<file path="src/cm_init_pkg.sv">
/*
 * Shared constants for the connection memory block-init engine: host
 * register map, key word, status bit positions, timing and the state
 * type of the fill writer.
 * Assumes a 100 MHz system clock and byte addresses on the host bus.
 */
package cm_init_pkg;

    // ------------------------------------------------------------------
    // host register map
    // ------------------------------------------------------------------
    localparam int          ADDR_W              = 19;
    localparam int          DATA_W              = 32;
    localparam logic [18:0] FILL_VALUE_ADDR     = 19'h40288;
    localparam logic [18:0] TRIGGER_STATUS_ADDR = 19'h4028c;
    localparam logic [31:0] FILL_KEY            = 32'h31415926;
    localparam logic [31:0] FILL_VALUE_RESET    = 32'h0000_0000;
    localparam int          STAT_BLOCK_BIT      = 0;
    localparam int          STAT_RESET_BIT      = 1;

    // ------------------------------------------------------------------
    // timing
    // ------------------------------------------------------------------
    localparam int CLK_PERIOD_NS = 10;
    localparam int INIT_TIME_US  = 120;
    localparam int INIT_CYCLES   = (INIT_TIME_US * 1000) / CLK_PERIOD_NS;

    // ------------------------------------------------------------------
    // fill writer states
    // ------------------------------------------------------------------
    typedef enum logic {
        FILL_IDLE,
        FILL_RUN
    } fill_state_t;

    function automatic logic reg_hit(input logic [18:0] addr,
                                     input logic [18:0] offs);
        reg_hit = (addr == offs);
    endfunction

endpackage

</file>
<file path="src/cm_fill_if.sv">
/*
 * Link between the block-init control and the fill writer: launch
 * request with its fill word, progress flags and the memory write port.
 * Assumes both ends share sys_clk_in.
 */
`timescale 1ns/10ps
interface cm_fill_if #(
    parameter int AW = 14
);
    logic                             start;
    logic [cm_init_pkg::DATA_W-1:0]   value;
    logic                             busy;
    logic                             done;
    logic                             we;
    logic [AW-1:0]                    addr;
    logic [cm_init_pkg::DATA_W-1:0]   data;

    modport writer (
        input  start,
        input  value,
        output busy,
        output done,
        output we,
        output addr,
        output data
    );

    modport ctrl (
        output start,
        output value,
        input  busy,
        input  done,
        input  we,
        input  addr,
        input  data
    );
endinterface

</file>
<file path="src/connection_memory_block_init.sv">
/*
 * Block-init engine of the connection memory: fill-value and
 * trigger/status registers on the host bus, power-up pass, bus fault on
 * memory access while a pass runs, and tri-state request for TDM outputs.
 * Assumes a synchronous host port: one request per cycle with chip select,
 * answered one cycle later; host_mem_in marks memory (not register) access.
 */
`timescale 1ns/10ps
// How it works
// - 32-bit read/write fill-value register at byte address 0x40288.
// - a pass writes the fill value into every connection memory word.
// - a full pass takes about 120 microseconds.
// - fill-value writes during a pass do not affect that pass.
// - reset clears fill value, then a pass zeroes the memory by itself.
// - 32-bit trigger/status register at byte address 0x4028c.
// - a start during a running pass is dropped; the pass completes.
// - reading trigger/status returns status, not the written word.
// - status bit 0 is one while a pass runs.
// - status bit 1 is one while the power-up pass runs.
// - status bits 31 to 2 read zero.
// - memory access during any pass is answered with a bus fault.
// - TDM outputs are tri-stated for the whole of any pass.
module connection_memory_block_init #(
    parameter int CM_DEPTH = cm_init_pkg::INIT_CYCLES,
    parameter int CM_AW    = $clog2(CM_DEPTH)
) (
    // clock and reset
    input  wire logic                           sys_clk_in,
    input  wire logic                           arst_n_in,
    // host bus
    input  wire logic                           host_cs_in,
    input  wire logic                           host_rd_in,
    input  wire logic                           host_wr_in,
    input  wire logic                           host_mem_in,
    input  wire logic [cm_init_pkg::ADDR_W-1:0] host_addr_in,
    input  wire logic [cm_init_pkg::DATA_W-1:0] host_wdata_in,
    output logic      [cm_init_pkg::DATA_W-1:0] host_rdata_out,
    output logic                                host_ack_out,
    output logic                                bus_fault_signal_out,
    // connection memory write port
    output logic                                cm_we_out,
    output logic      [CM_AW-1:0]               cm_addr_out,
    output logic      [cm_init_pkg::DATA_W-1:0] cm_wdata_out,
    // tdm output control
    output logic                                tdm_hiz_out
);
    import cm_init_pkg::*;

    cm_fill_if #(.AW(CM_AW)) fill ();

    logic [DATA_W-1:0] fill_value_q;
    logic [DATA_W-1:0] fill_value_d;
    logic              block_run_q;
    logic              block_run_d;
    logic              reset_init_q;
    logic              reset_init_d;
    logic              launch_q;
    logic              launch_d;
    logic [DATA_W-1:0] rdata_q;
    logic [DATA_W-1:0] rdata_d;
    logic              ack_q;
    logic              ack_d;
    logic              fault_q;
    logic              fault_d;
    logic              hiz_q;
    logic              hiz_d;

    logic              reg_acc;
    logic              wr_fill;
    logic              wr_trig;
    logic              rd_fill;
    logic              rd_trig;
    logic              key_ok;
    logic              mem_acc;

    // ------------------------------------------------------------------
    // host decode
    // ------------------------------------------------------------------
    always_comb
    begin
        reg_acc = host_cs_in && !host_mem_in;
        wr_fill = reg_acc && host_wr_in
                  && reg_hit(host_addr_in, FILL_VALUE_ADDR);
        wr_trig = reg_acc && host_wr_in
                  && reg_hit(host_addr_in, TRIGGER_STATUS_ADDR);
        rd_fill = reg_acc && host_rd_in
                  && reg_hit(host_addr_in, FILL_VALUE_ADDR);
        rd_trig = reg_acc && host_rd_in
                  && reg_hit(host_addr_in, TRIGGER_STATUS_ADDR);
        key_ok  = (host_wdata_in == FILL_KEY);
        mem_acc = host_cs_in && host_mem_in && (host_rd_in || host_wr_in);
    end

    // ------------------------------------------------------------------
    // registers and pass control
    // ------------------------------------------------------------------
    always_comb
    begin
        fill_value_d = fill_value_q;
        block_run_d  = block_run_q;
        reset_init_d = reset_init_q;
        launch_d     = 1'b0;
        rdata_d      = '0;
        ack_d        = reg_acc && (host_rd_in || host_wr_in);
        fault_d      = 1'b0;

        if (wr_fill)
        begin
            fill_value_d = host_wdata_in;
        end

        if (fill.done)
        begin
            block_run_d  = 1'b0;
            reset_init_d = 1'b0;
        end
        else if (wr_trig && key_ok && !block_run_q)
        begin
            // a key during a pass is simply dropped
            block_run_d = 1'b1;
            launch_d    = 1'b1;
        end
        // other words written to trigger/status leave everything as is

        if (rd_fill)
        begin
            rdata_d = fill_value_q;
        end
        else if (rd_trig)
        begin
            // read-back is status only, upper bits stay zero
            rdata_d[STAT_BLOCK_BIT] = block_run_q;
            rdata_d[STAT_RESET_BIT] = reset_init_q;
        end

        if (mem_acc && block_run_q)
        begin
            fault_d = 1'b1;
        end

        hiz_d = block_run_d;
    end

    always_ff @(posedge sys_clk_in or negedge arst_n_in)
    begin
        if (!arst_n_in)
        begin
            // power-up pass starts by itself with a zero word
            fill_value_q <= FILL_VALUE_RESET;
            block_run_q  <= 1'b1;
            reset_init_q <= 1'b1;
            launch_q     <= 1'b1;
            rdata_q      <= '0;
            ack_q        <= 1'b0;
            fault_q      <= 1'b0;
            hiz_q        <= 1'b1;
        end
        else
        begin
            fill_value_q <= fill_value_d;
            block_run_q  <= block_run_d;
            reset_init_q <= reset_init_d;
            launch_q     <= launch_d;
            rdata_q      <= rdata_d;
            ack_q        <= ack_d;
            fault_q      <= fault_d;
            hiz_q        <= hiz_d;
        end
    end

    assign fill.start = launch_q;
    assign fill.value = fill_value_q;

    // ------------------------------------------------------------------
    // fill writer
    // ------------------------------------------------------------------
    // one word per clock: depth equals the pass length in cycles
    cm_fill_writer #(
        .DEPTH (CM_DEPTH),
        .AW    (CM_AW)
    ) u_writer (
        .sys_clk_in (sys_clk_in),
        .arst_n_in  (arst_n_in),
        .fill       (fill.writer)
    );

    assign host_rdata_out       = rdata_q;
    assign host_ack_out         = ack_q;
    assign bus_fault_signal_out = fault_q;
    assign cm_we_out            = fill.we;
    assign cm_addr_out          = fill.addr;
    assign cm_wdata_out         = fill.data;
    assign tdm_hiz_out          = hiz_q;

    // ------------------------------------------------------------------
    // checks
    // ------------------------------------------------------------------
    localparam int RUN_LIMIT = CM_DEPTH + 3;

    logic [31:0] run_cnt_q;
    logic        rd_trig_q;

    always_ff @(posedge sys_clk_in or negedge arst_n_in)
    begin
        if (!arst_n_in)
        begin
            run_cnt_q <= '0;
            rd_trig_q <= 1'b0;
        end
        else
        begin
            run_cnt_q <= block_run_q ? run_cnt_q + 32'd1 : 32'd0;
            rd_trig_q <= rd_trig;
        end
    end
endmodule

</file>
<file path="src/cm_fill_writer.sv">
/*
 * Fill writer: on a start pulse latches the fill word and writes it to
 * every connection memory location, one word per clock, pulsing done with the last write.
 * Assumes start is only raised while the writer is idle.
 */
`timescale 1ns/10ps
module cm_fill_writer #(
    parameter int DEPTH = 12000,
    parameter int AW    = 14
) (
    // clock and reset
    input  wire logic sys_clk_in,
    input  wire logic arst_n_in,
    // control side
    cm_fill_if.writer fill
);
    import cm_init_pkg::*;

    fill_state_t         state_q;
    fill_state_t         state_d;
    logic [AW-1:0]       cnt_q;
    logic [AW-1:0]       cnt_d;
    logic [DATA_W-1:0]   val_q;
    logic [DATA_W-1:0]   val_d;
    logic                we_q;
    logic                we_d;
    logic [AW-1:0]       addr_q;
    logic [AW-1:0]       addr_d;
    logic [DATA_W-1:0]   data_q;
    logic [DATA_W-1:0]   data_d;
    logic                done_q;
    logic                done_d;

    // ------------------------------------------------------------------
    // sweep
    // ------------------------------------------------------------------
    always_comb
    begin
        state_d = state_q;
        cnt_d   = cnt_q;
        val_d   = val_q;
        we_d    = 1'b0;
        addr_d  = addr_q;
        data_d  = data_q;
        done_d  = 1'b0;
        case (state_q)
            FILL_IDLE:
            begin
                if (fill.start)
                begin
                    // word frozen here; later host writes wait a pass
                    state_d = FILL_RUN;
                    cnt_d   = '0;
                    val_d   = fill.value;
                end
            end
            FILL_RUN:
            begin
                we_d   = 1'b1;
                addr_d = cnt_q;
                data_d = val_q;
                if (cnt_q == AW'(DEPTH - 1))
                begin
                    state_d = FILL_IDLE;
                    done_d  = 1'b1;
                end
                else
                begin
                    cnt_d = cnt_q + AW'(1);
                end
            end
            default:
            begin
                state_d = FILL_IDLE;
            end
        endcase
    end

    always_ff @(posedge sys_clk_in or negedge arst_n_in)
    begin
        if (!arst_n_in)
        begin
            state_q <= FILL_IDLE;
            cnt_q   <= '0;
            val_q   <= '0;
            we_q    <= 1'b0;
            addr_q  <= '0;
            data_q  <= '0;
            done_q  <= 1'b0;
        end
        else
        begin
            state_q <= state_d;
            cnt_q   <= cnt_d;
            val_q   <= val_d;
            we_q    <= we_d;
            addr_q  <= addr_d;
            data_q  <= data_d;
            done_q  <= done_d;
        end
    end

    assign fill.busy = (state_q == FILL_RUN);
    assign fill.done = done_q;
    assign fill.we   = we_q;
    assign fill.addr = addr_q;
    assign fill.data = data_q;
endmodule

</file>
<file path="config.mk">
export PLATFORM = sky130hd
export DESIGN_NAME = connection_memory_block_init
export DESIGN_NICKNAME = d
export VERILOG_FILES = /design/src/cm_init_pkg.sv /design/src/cm_fill_if.sv /design/src/connection_memory_block_init.sv /design/src/cm_fill_writer.sv
export SDC_FILE = /design/constraint.sdc
export NUM_CORES = 1
export LEC_CHECK = 0
export ABC_AREA = 1
export ABC_CLOCK_PERIOD_IN_PS = 1300
export BUFFER_PORTS_ARGS = -buffer_cell sky130_fd_sc_hd__buf_2
export CAP_MARGIN = 20
export CORE_UTILIZATION = 34
export CTS_BUF_LIST = sky130_fd_sc_hd__clkbuf_2
export DETAILED_ROUTE_END_ITERATION = 10
export SLEW_MARGIN = 20
export SYNTH_ARGS = -nofsm -noshare
export SYNTH_HDL_FRONTEND = slang
export SYNTH_SLANG_ARGS = --single-unit
</file>
<file path="constraint.sdc">
create_clock -name sys_clk_in -period 1.3 [get_ports sys_clk_in]
set_input_delay 0.325 -clock sys_clk_in [delete_from_list [all_inputs] [get_ports sys_clk_in]]
set_output_delay 0.325 -clock sys_clk_in [all_outputs]
set_load 0.03 [all_outputs]
</file>
==> results.py <==
metrics = {
    "placed_design": {
        "dp_slack_ps": -150.1,
        "dp_hpwl_um": 11530,
        "gp_congestion": 0.8409,
        "port-buffer-count": 138,
    },
    "sta": {
        "report.final.setup_viol": 94,
        "min_period_ps": 1777,
        "hold_viol_final": 0,
        "worstMarginPinSlew_ps": 472.9,
        "relSlewSlack": 0.6847,
        "maxSlewViolCount": 0,
        "rsz0062_at_grt": "yes",
        "max_freq_mhz": 562.8,
        "fin_crit_sh": 1.367,
        "skew_ps": 41.95,
        "worst_slack_ps": -476.8,
    },
    "critical_path": {
        "cp.arrival_ps": 1450,
        "r2r_slack_ps": -120,
        "end_kind": "output port",
        "slowest_delay_ps": 600,
        "r2r_end": "u_writer.cnt_q[2]",
        "cp_num_cells": 1,
        "rr_startpoint": "u_writer.cnt_q[1]",
        "cp.required_ps": 980,
        "rr_worst_depth": 9,
        "cp_top_family": "flip-flops",
        "worst-setup-path-type": "register to output port",
        "crit_slowest_cell": "dfstp_2",
        "path_buf_inv": 1,
        "critPathLaunchType": "register",
        "worstPathMaxFanout": 2,
        "path_cells": "buf_6",
    },
    "hold_path": {
        "hold_class": "primary input to register",
        "hold-path-endpoint": "fill.value[21]",
        "holdPathStages": 4,
        "hp-start": "host_wdata_in[21]",
    },
    "die": {
        "die_w_um": 142.6,
        "row_count": 51,
        "initial_core_util": 0.3464,
        "dieArea_um2": 20330,
        "ioPinCount": 139,
        "die_h_um": 142.6,
        "coreArea_um2": 19400,
    },
    "final_layout": {
        "nNetsFinal": 1091,
        "syn_to_final_growth_pct": 46.30,
        "final_common_cell": "nand2_1",
        "layout.cells.most_common_list": "276 x nand2_1, 161 x dfrtp_1, 90 x buf_6",
        "drive_above_1_share": 0.2947,
        "final.fill_count": 1825,
    },
    "logic_synthesis": {
        "synth_xor_area_frac": 0.002607,
        "synthCells": 767,
        "yosys.cell_types.count": 26,
        "synth_top_family_by_area": "simple AND/OR/NAND/NOR gates",
        "synth_seq_cells": 164,
        "post_synth.cell_area_avg_um2": 8.762,
        "ys_seq_area_frac": 0.6112,
        "synth_warnings": 0,
        "synthAdderAreaFrac": 0.001862,
        "synthesis.nets": 825,
        "muxShareOfSynthArea": 0,
        "synth_simple_gate_area_frac": 0.2847,
        "synth-compound-area-share": 0.03277,
        "syn_area_um2": 6720,
    },
    "pwr": {
        "total_power_w": 0.008471,
        "leakage_nw": 5.092,
        "power_density_nw_per_um2": 861.6,
        "ir_drop_mv": 0.4782,
    },
    "grt": {
        "overflow": 0,
        "grt_max_degree": 67,
        "track_usage": 0.1823,
        "grt_pass1_vias": 5680,
        "grt_pass1_wl_um": 28570,
        "grt_antenna_before_repair": 1,
    },
    "detailed_routing": {
        "drtIter0Drc": 267,
        "routed_wl_um": 17790,
        "avgViaCountPerCell": 4.461,
        "drtPass1Iterations": 7,
        "antenna_left": 0,
        "vias": 5849,
        "drc": 0,
        "wl_per_cell_um": 13.57,
    },
    "clocking": {
        "cts_tree": "built",
        "clk_latency_ps": 740,
        "cts.clk_slew.worst_paths_ps": 260,
        "root_buffer": "clkbuf_2",
        "cts_made_buffers": 17,
        "cts_max_path_buffers": 2,
        "h-tree-depth": 4,
        "cts_sinks": 164,
    },
    "run_status": {
        "status": "finished with violations",
        "failed_checks": "setup timing",
    },
    "run": {
        "drv_cap": 0,
    },
}
[layout make-up]
| cell class | count | area, um^2 | share of cell area |
|---|---|---|---|
| Inverter | 73 | 282.8 | 0.02876 |
| Tap cell | 265 | 331.6 | 0.03372 |
| Antenna cell | 1 | 2.502 | 0.0002545 |
| Clock buffer | 19 | 95.09 | 0.009672 |
| Multi-Input combinational cell | 497 | 2320 | 0.2359 |
| Timing Repair Buffer | 280 | 2535 | 0.2578 |
| Clock inverter | 12 | 157.7 | 0.01603 |
| Sequential cell | 164 | 4108 | 0.4178 |
[worst max-delay path by stage]
stage,start,end,slack (ps)
floorplan,u_writer.cnt_q[1],u_writer.cnt_q[3],-2
global placement,host_addr_in[16],host_rdata_out[18],-120
detailed placement,host_addr_in[16],host_rdata_out[14],-150
CTS,tdm_hiz_out,tdm_hiz_out,-580
global route,tdm_hiz_out,tdm_hiz_out,-570
finish,tdm_hiz_out,tdm_hiz_out,-480
[per-stage QoR]
step	cells	util	hold slack, ps	setup TNS [ps]	cell area, um^2
2_1_floorplan	767	-	29.41	-3.716	6735
3_3_place_gp	1186	0.4152	200.9	-7447	8054
3_5_place_dp	1186	0.4152	200.2	-8400	8054
4_1_cts	1288	0.4916	61.03	-37660	9537
5_1_grt	1311	0.5068	284.2	-38070	9832
6_report	1311	0.5068	354.2	-27880	9832
[metal layers]
metal / share of wire / GRT usage / up-vias
met1: 0.46 / 0.2380 / 2757
met2: 0.49 / 0.2995 / 137
met5: 0 / 0 / -
li1: - / - / 2944
met3: 0.043 / 0.04172 / 11
met4: 0.0082 / 0.05772 / 0
[synth_stat cells (all sizes together)]
master / instances / area (um^2)
dfrtp: 161 / 4029
or2: 2 / 12.51
a21oi: 1 / 5.000
xor2: 2 / 17.52
dfstp: 3 / 78.83
nand3: 26 / 140.1
nand2: 290 / 1089
nand3b: 3 / 22.52
nor3: 4 / 20.02
ha: 1 / 12.51
nor2: 82 / 360.3
nand4: 42 / 269.0
clkbuf: 12 / 46.29
buf: 22 / 128.9
inv: 73 / 274.0
o21ai: 43 / 215.2
[power by group]
group	leakage (nW)	switching [W]	total (W)	internal, W
combinational	2.66	0.000250	0.000488	0.000238
clock	0.152	0.00178	0.00287	0.00109
sequential	2.28	0.00000208	0.00512	0.00511
total	5.09	0.00203	0.00847	0.00644
[flip-flops by register name, indices dropped and copies added (netlist names), 14 cells and up]
name,count
fill.value,32
host_rdata_out,32
u_writer.cnt_q,14
u_writer.fill.addr,14
u_writer.fill.data,32
u_writer.val_q,32
[kinds of logic after synthesis]
kind of cell	Yosys count
adders and majority gates	1
DFF	164
buffers and inverters	107
xor gates and xnor gates	2
AOI/OAI and AO/OA	44
and+or+nand+nor	449
[what timing repair did]
action                                  in CTS  in global routing
hold endpoints to repair                   202                 19
buffers inserted                            12                 22
cloned                                       1                  0
hold buffers                                58                  1
gates resized for setup                    176                 35
pin swaps                                   10                 18
endpoints found under the setup margin      97                120
(Power assumes the default switching activity.)
